`config.mk`:
```
export PLATFORM = sky130hd
export DESIGN_NAME = sync_pll_lock_supervisor
export DESIGN_NICKNAME = d
export VERILOG_FILES = /design/src/hdl/sync_pll_pkg.sv /design/src/hdl/sync_pll_lock_supervisor.sv
export SDC_FILE = /design/constraint.sdc
export NUM_CORES = 1
export LEC_CHECK = 0
export CORE_AREA = 4 4 156 158
export DETAILED_ROUTE_END_ITERATION = 16
export DIE_AREA = 0 0 160 162
export DONT_BUFFER_PORTS = 1
export PLACE_DENSITY = 0.87
export SYNTH_ARGS = -nofsm -noshare
export SYNTH_HDL_FRONTEND = slang
export SYNTH_SLANG_ARGS = --single-unit
export TNS_END_PERCENT = 50
```
`constraint.sdc`:
```
create_clock -name clock -period 8.98 [get_ports clock]
set_input_delay 1.347 -clock clock [delete_from_list [all_inputs] [get_ports clock]]
set_output_delay 1.347 -clock clock [all_outputs]
set_load 0.01 [all_outputs]
```
`src/hdl/sync_pll_pkg.sv`:
```
/*
  Constants, register map and carrier types of the sync lock supervisor.
  Assumes a 100 MHz system clock and a plain single-cycle register port.
*/
// Operation
// - Lock only to falling sync edges
// - Phase offset from low three config bits
// - Edge-triggered compare, no harmonic lock
// - Lock held across 200 kHz to 1 MHz
// - Lock loss sets status bit 4, alert
// - Fault clears only on written one
// - Masked fault sets flag, no alert
// - No sync edges: run nominal frequency
// - Pad bit 10 low while sync idle
// - Skip cycles below minimum on-time
package sync_pll_pkg;
  localparam int unsigned clock_hz = 100_000_000;
  localparam int unsigned addr_w = 4;
  localparam int unsigned data_w = 16;
  // Register indices on the command port
  localparam logic [3:0] reg_pwm_phase_config = 4'h0;
  localparam logic [3:0] reg_vendor_status_word = 4'h1;
  localparam logic [3:0] reg_alert_mask = 4'h2;
  localparam logic [3:0] reg_pad_state_register = 4'h3;
  localparam logic [3:0] reg_nominal_period = 4'h4;
  localparam logic [3:0] reg_duty_on_time = 4'h5;
  // Field positions
  localparam int unsigned phase_lsb = 0;
  localparam int unsigned phase_w = 3;
  localparam int unsigned sync_out_en_bit = 3;
  localparam int unsigned lock_fault_bit = 4;
  localparam int unsigned sync_idle_bit = 10;
  localparam int unsigned locked_bit = 0;
  // Timing
  localparam int unsigned min_on_ns = 60;
  localparam int unsigned max_min_on_ns = 90;
  localparam int unsigned min_on_cycles = (min_on_ns * (clock_hz / 1_000_000) + 999) / 1000;
  localparam int unsigned max_min_on_cycles =
    (max_min_on_ns * (clock_hz / 1_000_000) + 999) / 1000;
  localparam int unsigned sync_low_ns = 500;
  localparam int unsigned sync_low_cycles = (sync_low_ns * (clock_hz / 1_000_000)) / 1000;
  localparam int unsigned idle_periods = 4;
  localparam int unsigned lock_tol_div = 8;
  localparam int unsigned lock_good_count = 4;
  // 500 kHz nominal at reset
  localparam logic [15:0] nominal_period_reset = 16'h00c8;
  localparam logic [15:0] duty_on_reset = 16'h0050;
  localparam logic [15:0] phase_config_reset = 16'h0000;
  localparam logic [15:0] mask_reset = 16'h0000;

  typedef struct packed {
    logic [addr_w-1:0] addr;
    logic [data_w-1:0] wdata;
    logic write;
    logic read;
  } reg_req_t;

  typedef struct packed {
    logic top_gate;
    logic bottom_gate;
  } gate_drive_t;
endpackage

```
`src/hdl/sync_pll_lock_supervisor.sv`:
```
/*
  Sync-line tracking, phase placement and lock supervision of one
  switching channel. Assumes the sync line is open drain with a pull-up,
  sampled here as a foreign signal, and a master that never waits.
*/
`timescale 1ns/1ps
module sync_pll_lock_supervisor
  import sync_pll_pkg::*;
#(
  parameter int unsigned period_w = 16
)
(
  input wire logic clock,
  input wire logic reset,
  input wire sync_pll_pkg::reg_req_t req,
  output logic [sync_pll_pkg::data_w-1:0] rdata,
  input wire logic sync_in,
  output logic sync_out,
  output logic sync_oe,
  output logic alert_n,
  output logic alert_oe,
  output logic irq,
  output sync_pll_pkg::gate_drive_t gate,
  output logic skip_cycle
);
  import sync_pll_pkg::*;

  logic [data_w-1:0] phase_config;
  logic [data_w-1:0] alert_mask;
  logic [data_w-1:0] nominal_period;
  logic [data_w-1:0] duty_on;
  logic [data_w-1:0] status;
  logic sync_meta;
  logic sync_s;
  logic sync_d;
  logic fall_edge;
  logic [period_w-1:0] ref_count;
  logic [period_w-1:0] ref_period;
  logic [period_w-1:0] idle_count;
  logic sync_idle;
  logic [2:0] good_count;
  logic locked;
  logic was_locked;
  logic lost_lock;
  logic [period_w-1:0] osc_count;
  logic [period_w-1:0] active_period;
  logic [period_w-1:0] phase_target;
  logic [period_w-1:0] on_width;
  logic [period_w-1:0] drive_out_count;
  logic [period_w-1:0] sync_low_count;
  logic cycle_start;
  logic [period_w-1:0] next_osc_count;
  logic [data_w-1:0] pad_word;

  function automatic logic in_tolerance(input logic [period_w-1:0] a,
                                        input logic [period_w-1:0] b);
    logic [period_w-1:0] diff;
    diff = (a > b) ? a - b : b - a;
    return diff <= (b / period_w'(lock_tol_div));
  endfunction

  // Two-stage sampling of the shared sync line
  always_ff @(posedge clock or posedge reset)
  begin
    if (reset)
    begin
      sync_meta <= 1'b1;
      sync_s <= 1'b1;
      sync_d <= 1'b1;
    end
    else
    begin
      sync_meta <= sync_in;
      sync_s <= sync_meta;
      sync_d <= sync_s;
    end
  end

  assign fall_edge = sync_d & ~sync_s;

  always_ff @(posedge clock or posedge reset)
  begin
    if (reset)
    begin
      ref_count <= '0;
      ref_period <= '0;
    end
    else if (fall_edge)
    begin
      ref_count <= period_w'(1);
      ref_period <= ref_count;
    end
    else if (ref_count != '1)
    begin
      ref_count <= ref_count + period_w'(1);
    end
  end

  always_ff @(posedge clock or posedge reset)
  begin
    if (reset)
    begin
      idle_count <= '0;
      sync_idle <= 1'b1;
    end
    else if (fall_edge)
    begin
      idle_count <= '0;
      sync_idle <= 1'b0;
    end
    else if (idle_count >= period_w'(nominal_period * idle_periods))
    begin
      sync_idle <= 1'b1;
    end
    else
    begin
      idle_count <= idle_count + period_w'(1);
    end
  end

  always_ff @(posedge clock or posedge reset)
  begin
    if (reset)
    begin
      good_count <= '0;
      locked <= 1'b0;
    end
    else if (sync_idle)
    begin
      good_count <= '0;
      locked <= 1'b0;
    end
    else if (fall_edge)
    begin
      if (ref_period != '0 && in_tolerance(ref_count, ref_period))
      begin
        if (good_count == 3'(lock_good_count))
          locked <= 1'b1;
        else
          good_count <= good_count + 3'd1;
      end
      else
      begin
        good_count <= '0;
        locked <= 1'b0;
      end
    end
  end

  always_ff @(posedge clock or posedge reset)
  begin
    if (reset)
      was_locked <= 1'b0;
    else
      was_locked <= locked;
  end

  // falling out of lock is the event
  assign lost_lock = was_locked & ~locked;

  assign active_period = (sync_idle || !locked) ? nominal_period : ref_period;

  // phase offset in eighths of a period
  assign phase_target = period_w'((32'(active_period) *
    32'(phase_config[phase_lsb +: phase_w])) >> 3);

  assign next_osc_count = (osc_count + period_w'(1) >= active_period) ? '0 :
    osc_count + period_w'(1);

  always_ff @(posedge clock or posedge reset)
  begin
    if (reset)
      osc_count <= '0;
    else if (locked && fall_edge)
      osc_count <= '0;
    else
      osc_count <= next_osc_count;
  end

  assign cycle_start = (osc_count == phase_target);

  // skip cycles shorter than minimum on-time
  always_ff @(posedge clock or posedge reset)
  begin
    if (reset)
    begin
      on_width <= '0;
      skip_cycle <= 1'b0;
      gate <= '0;
    end
    else
    begin
      if (cycle_start)
      begin
        skip_cycle <= duty_on < data_w'(min_on_cycles);
        on_width <= (duty_on < data_w'(min_on_cycles)) ? '0 : duty_on;
      end
      else if (on_width != '0)
      begin
        on_width <= on_width - period_w'(1);
      end
      gate.top_gate <= (cycle_start && duty_on >= data_w'(min_on_cycles)) ||
        (!cycle_start && on_width > period_w'(1));
      gate.bottom_gate <= !((cycle_start && duty_on >= data_w'(min_on_cycles)) ||
        (!cycle_start && on_width > period_w'(1)));
    end
  end

  // Sync output pulls low a fixed time once per period
  always_ff @(posedge clock or posedge reset)
  begin
    if (reset)
    begin
      drive_out_count <= '0;
      sync_low_count <= '0;
      sync_oe <= 1'b0;
    end
    else
    begin
      drive_out_count <= (drive_out_count + period_w'(1) >= nominal_period) ? '0 :
        drive_out_count + period_w'(1);
      if (drive_out_count == '0 && phase_config[sync_out_en_bit])
        sync_low_count <= period_w'(sync_low_cycles);
      else if (sync_low_count != '0)
        sync_low_count <= sync_low_count - period_w'(1);
      sync_oe <= phase_config[sync_out_en_bit] &&
        (drive_out_count == '0 || sync_low_count > period_w'(1));
    end
  end

  assign sync_out = 1'b0;

  // Registers written by software
  always_ff @(posedge clock or posedge reset)
  begin
    if (reset)
    begin
      phase_config <= phase_config_reset;
      alert_mask <= mask_reset;
      nominal_period <= nominal_period_reset;
      duty_on <= duty_on_reset;
    end
    else if (req.write)
    begin
      unique case (req.addr)
        reg_pwm_phase_config: phase_config <= req.wdata;
        reg_alert_mask: alert_mask <= req.wdata;
        reg_nominal_period: nominal_period <= req.wdata;
        reg_duty_on_time: duty_on <= req.wdata;
        default: ;
      endcase
    end
  end

  always_ff @(posedge clock or posedge reset)
  begin
    if (reset)
      status <= '0;
    else
    begin
      if (req.write && req.addr == reg_vendor_status_word)
        status <= status & ~req.wdata;
      if (lost_lock)
        status[lock_fault_bit] <= 1'b1;
    end
  end

  always_ff @(posedge clock or posedge reset)
  begin
    if (reset)
    begin
      alert_oe <= 1'b0;
      irq <= 1'b0;
    end
    else
    begin
      alert_oe <= |(status & ~alert_mask);
      irq <= |(status & ~alert_mask);
    end
  end

  // alert is open drain, pulled low
  assign alert_n = 1'b0;

  always_comb
  begin
    pad_word = '0;
    pad_word[sync_idle_bit] = ~sync_idle;
    pad_word[locked_bit] = locked;
  end

  // Read data one cycle after the strobe
  always_ff @(posedge clock or posedge reset)
  begin
    if (reset)
      rdata <= '0;
    else if (req.read)
    begin
      unique case (req.addr)
        reg_pwm_phase_config: rdata <= phase_config;
        reg_vendor_status_word: rdata <= status;
        reg_alert_mask: rdata <= alert_mask;
        // bit 10 low while sync idle
        reg_pad_state_register: rdata <= pad_word;
        reg_nominal_period: rdata <= nominal_period;
        reg_duty_on_time: rdata <= duty_on;
        default: rdata <= '0;
      endcase
    end
    else
      rdata <= '0;
  end
endmodule

```
-- Yosys cells after proc, flatten, opt, wreduce, memory -nomap -nowiden
Index checks and enable logic that the tools add are counted.
- bitwise operators: 9
- equal/unequal tests: 11
- muxes and demuxes: 28
- add/subtract/negate cells: 9
- order comparisons: 9
- $mul: 1
- reduce and logical (&&, ||, !) cells: 31
- operators by type and width (kind ; count):
    16-bit two-way mux ; 15
    16-bit one-hot mux with 6 select lines ; 1
    16-bit by 1-bit adder with 16-bit output (second input constant) ; 4
    16-bit >= comparator ; 3
    16-bit nonzero test ; 3
    16-bit bitwise AND ; 2
    16-bit by 1-bit greater-than comparator with 1-bit output (second input constant) ; 2
    16-bit NOT ; 2
    16-bit by 1-bit subtractor with 16-bit output (second input constant) ; 2
    16-bit subtractor ; 2
    16-bit by 3-bit multiplier with 19-bit output ; 1
    16-bit equality test ; 1
    16-bit by 3-bit >= comparator with 1-bit output (second input constant) ; 1
    16-bit greater-than comparator ; 1
    16-bit by 13-bit less-or-equal comparator with 1-bit output ; 1
    16-bit zero test ; 1
    16-bit by 3-bit less-than comparator with 1-bit output (second input constant) ; 1
    16-bit != test (second input constant) ; 1
    16-bit OR reduction ; 1
    3-bit two-way mux ; 4
    2-bit AND reduction ; 6
    2-bit nonzero test ; 6
    4-bit by 2-bit equality test with 1-bit output (second input constant) ; 2
    4-bit by 3-bit equality test with 1-bit output (second input constant) ; 2
    other kinds (14) ; 33
- bits of input ports: 25
- bits in registers: 222
- word-level logic and storage cells: 124
- output and inout port bits: 24

-- Logic depth before layout (Yosys ltp)
- depth in word-level cells: 9
- depth in mapped cells: 24
- gate-level depth less buffers: 22

-- Worst setup path after synthesis
Ideal clock, no wire load.
- path type: register to register
- start point: register locked
- end point: register gate[1] in the netlist's numbering
- path buffers: 3
- arrival: 4.798 ns
- library setup time: 0.125 ns
- clock period less this slack: 4.923 ns
- required time: 8.855 ns
- stages on the path, launching flop included: 19
- path slack: 4.057 ns
- path through: dfrtp_1 nor2b_2 clkbuf_1 clkbuf_1 nor2_1 a21oi_1 nor2b_1 fa_1 ha_1 a21oi_1 o22ai_1 a221oi_1 o2111ai_1 nor4_1 and4_1 nand4b_1 a2111oi_4 buf_6 mux2_4
- longest elaborated chain between the ends: 8
- elaborated cells on any way between the ends: 9
- those cells by class: mul: 1; eq/ne: 1; mux: 1; reduce/logical: 6
- RTL lines (element ; line ; text):
    from (decl) ; sync_pll_lock_supervisor.sv:42 ; logic locked;
    from (signal assigned) ; sync_pll_lock_supervisor.sv:126 ; locked <= 1'b0;
    from (signal assigned) ; sync_pll_lock_supervisor.sv:131 ; locked <= 1'b0;
    from (signal assigned) ; sync_pll_lock_supervisor.sv:138 ; locked <= 1'b1;
    1-bit zero test * ; sync_pll_lock_supervisor.sv:161 ; assign active_period = (sync_idle || !locked) ? nominal_period : ref_period;
    1-bit logical OR * ; sync_pll_lock_supervisor.sv:161 ;
    16-bit two-way mux * ; sync_pll_lock_supervisor.sv:161 ;
    16-bit by 3-bit multiplier with 19-bit output * ; sync_pll_lock_supervisor.sv:164 ; assign phase_target = period_w'((32'(active_period) *
    16-bit equality test * ; sync_pll_lock_supervisor.sv:180 ; assign cycle_start = (osc_count == phase_target);
    1-bit zero test ; sync_pll_lock_supervisor.sv:203 ; (!cycle_start && on_width > period_w'(1));
    1-bit logical AND ; sync_pll_lock_supervisor.sv:203 ;
    1-bit logical OR * ; sync_pll_lock_supervisor.sv:202 ; gate.top_gate <= (cycle_start && duty_on >= data_w'(min_on_cycles)) ||
    to (decl) ; sync_pll_lock_supervisor.sv:23 ; output sync_pll_pkg::gate_drive_t gate,
Mark *: on every way between the ends. The rest lies on a longest branch, timed or not.
A chain may end at the register's enable or synchronous reset.

-- Final worst setup path
- start point: register locked
- end point: register on_width[8]
- longest elaborated chain between the ends: 6
- elaborated cells on any way between the ends: 7
- those cells by class: mul: 1; eq/ne: 1; mux: 2; reduce/logical: 3
- RTL lines (element ; line ; text):
    1-bit zero test * ; sync_pll_lock_supervisor.sv:161 ;
    1-bit logical OR * ; sync_pll_lock_supervisor.sv:161 ;
    16-bit two-way mux * ; sync_pll_lock_supervisor.sv:161 ;
    16-bit by 3-bit multiplier with 19-bit output * ; sync_pll_lock_supervisor.sv:164 ;
    16-bit equality test * ; sync_pll_lock_supervisor.sv:180 ;
    16-bit two-way mux / 2-bit nonzero test (equally long branches) ; -- ;
    to (signal assigned) ; sync_pll_lock_supervisor.sv:196 ; on_width <= (duty_on < data_w'(min_on_cycles)) ? '0 : duty_on;
    to (signal assigned) ; sync_pll_lock_supervisor.sv:200 ; on_width <= on_width - period_w'(1);
    to (decl) ; sync_pll_lock_supervisor.sv:48 ; logic [period_w-1:0] on_width;
Marks and branches as above.

==> results_dict.tcl <==
set metrics [dict create \
    route.detailed.drc 0 \
    grt_overflow 0 \
    fill_cells 1628 \
    floorplan.die_area_um2 25920 \
    drt-vias-per-instance 6.596 \
    synth_top_area_share_pct 35.99 \
    antenna_left 0 \
    vias 12200 \
    grt_max_degree 91 \
    hold_buffers 0 \
    htreeDepth 1 \
    worst-path-max-fanout 30 \
    avgSynthCellArea_um2 9.494 \
    worstHoldStart "sync_meta" \
    routabilityCongestion 0.9324 \
    netlist_area_um2 14810 \
    dp_slack_ps 3269 \
    critPathCaptureType "register" \
    yosysMostFrequentCell "dfrtp_1" \
    portBuffers 0 \
    fin_tns_setup_ps 0 \
    fp.dieW_um 160 \
    firstDrtPassIters 6 \
    ys_ff_latch 222 \
    antennaDiodeCount 0 \
    rows 56 \
    p_per_area_nw_per_um2 303.1 \
    p_total_mw 4.817 \
    outcome "complete, no violations" \
    fin_crit_ps 5812 \
    synth_edf_count 0 \
    finalInstanceArea_um2 15890 \
    worstSetupPathType "register to register" \
    die_h_um 162 \
    post-cts-setup-buffer-count 0 \
    ir_drop_v 0.0002721 \
    synthTopCellsByCount "dfrtp_1, nand2_1, ha_1, nor2_1, a21oi_1" \
    antenna_found_initial 0 \
    wl_per_cell_um 21.25 \
    setup_violations 0 \
    post_dp_cell_area_um2 15060 \
    hpwl_um 27750 \
    synth_warnings 0 \
    grt_usage_pct 29.79 \
    cts_resized 0 \
    clock_latency_ps 530 \
    rr_startpoint "locked" \
    maxSlewViolCount 0 \
    clkSinkCount 222 \
    hold_path_end "sync_s" \
    startpoint_type "register" \
    grt_pass1_wl_um 63380 \
    cp_data_required_time_ps 9390 \
    setup_ws_ps 3168 \
    clock_skew_ps 13.72 \
    core-area_um2 23120 \
    layout.nets 1702 \
    final_hold_viol_count 0 \
    grt_pass1_vias 12270 \
    reg2reg_depth 16 \
    pin_count 49 \
    cap_violations 0 \
    area_growth_pct 7.307 \
    hold_class "register to register" \
    root_buffer "clkbuf_16" \
    cts_buffers 24 \
    start_util_pct 64.05 \
    synth_top_area_cell "dfrtp_1" \
    rsz0062_at_grt "no" \
    max_freq_mhz 172.1 \
    crit_arrival_ps 6220 \
    postSynthCellCount 1560 \
    ys_top_cells_by_area "dfrtp_1, ha_1, mux2_2, a21oi_1, xnor2_1" \
    post-route-period-util_pct 64.72 \
    synth_cell_types 80 \
    tightest_slew_ps 1233 \
    clkTransAtPathRegs_ps 60 \
    ff2ff_setup_slack_ps 3170 \
    wirelength_um 39320 \
    yosysSeqAreaShare_pct 37.59 \
    ctsLongestPathBuffers 3 \
    drive_gt1_share_pct 10.64 \
    r2r-end "on_width[8]" \
    slew_headroom_pct 17.82 \
    cts_tree "built" \
    min_path_cells 0 \
    p_leak_nw 7.217 \
    first_iter_violations 1249 \
    async_flop_share_pct 100.0 \
    ys.flop_type "dfrtp_1" \
]
[flip-flops by register name, indices dropped and copies added, names as in the netlist, 16 cells and up]
name	flops
on_width	16
rdata	16
ref_period	16
duty_on	16
drive_out_count	16
status	16
sync_low_count	16
idle_count	16
ref_count	16
osc_count	16
phase_config	16
nominal_period	16
alert_mask	16
[per-layer routing]
layer | global-route usage, % | part of all wire [%] | up-vias
li1 | - | - | 5519
met1 | 37.84 | 40 | 5969
met2 | 51.83 | 49 | 587
met3 | 4.364 | 7.4 | 128
met4 | 11.62 | 4.1 | 0
met5 | 0 | 0 | -
[worst max path at each step]
stage / from / to
after global routing: locked / on_width[14]
final: locked / on_width[8]
after CTS: locked / on_width[14]
after detailed placement: locked / on_width[14]
after global placement: locked / on_width[8]
after floorplan: reset / alert_mask[0]
[worst max-delay path, stage by stage, from the launching register on]
cell       delay [ps]
dfrtp_1           440
nor2b_2           960
nor2_1            100
a21oi_1           480
nor2b_1           140
fa_1              440
ha_1              360
a21oi_1           310
o22ai_1           160
a221oi_1          310
o2111ai_1         160
nor4_1            340
and4_1            230
nand4b_1          140
a2111oi_4         370
buf_4             370
mux2_2            390
[area by class of cell]
type,instances,area [µm²],area share (%)
clock buffer,33,704.4,4.432
sequential,222,5567,35.03
clock inverter,11,132.6,0.8345
multi-input combinational,1183,8657,54.47
tap,290,362.8,2.283
inverter,99,379.1,2.385
timing repair buffer,12,90.09,0.5668
[where the power goes]
| group | switching (mW) | internal (mW) |
|---|---|---|
| clock | 0.422 | 0.611 |
| combinational | 1.30 | 1.02 |
| sequential | 0.252 | 1.21 |
[stage by stage]
step,utilization (%),instances,hold slack [ps]
2_1_floorplan,-,1561,345.2
4_1_cts,68.73,1850,358.2
6_report,68.73,1850,356.4
3_5_place_dp,65.11,1806,349.5
3_3_place_gp,65.11,1806,346.2
5_1_grt,68.73,1850,367.3
[kinds of logic after synthesis]
group                    count (synthesis)  share of synthesized area, %
XOR/XNOR                                93                         5.500
buffers and inverters                  156                         4.156
flip-flops                             222                         37.59
AO/OA/AOI/OAI                          374                         16.71
multiplexers                            99                         7.553
AND/OR/NAND/NOR                        480                         16.20
adder cells (fa/ha/maj)                135                         12.27
other                                    1                       0.02532
[cells in the final DEF (no fill, tap or decap), types with 12 or more instances in the layout]
master and count:
a21boi_0 21, a21o_1 30, a21oi_1 103, a22oi_1 31
a31oi_1 19, and3_1 12, buf_4 12, clkbuf_16 24
dfrtp_1 213, fa_1 17, ha_1 118, inv_1 98
mux2_2 78, mux2i_1 15, nand2_1 127, nand2b_1 19
nand3_1 27, nand4_1 23, nor2_1 113, nor2b_1 54
nor3_1 27, nor4_1 19, o211ai_1 15, o21a_1 13
o21ai_0 64, or3_1 14, xnor2_1 58, xor2_1 35
Power figures use the tool's default switching activity.
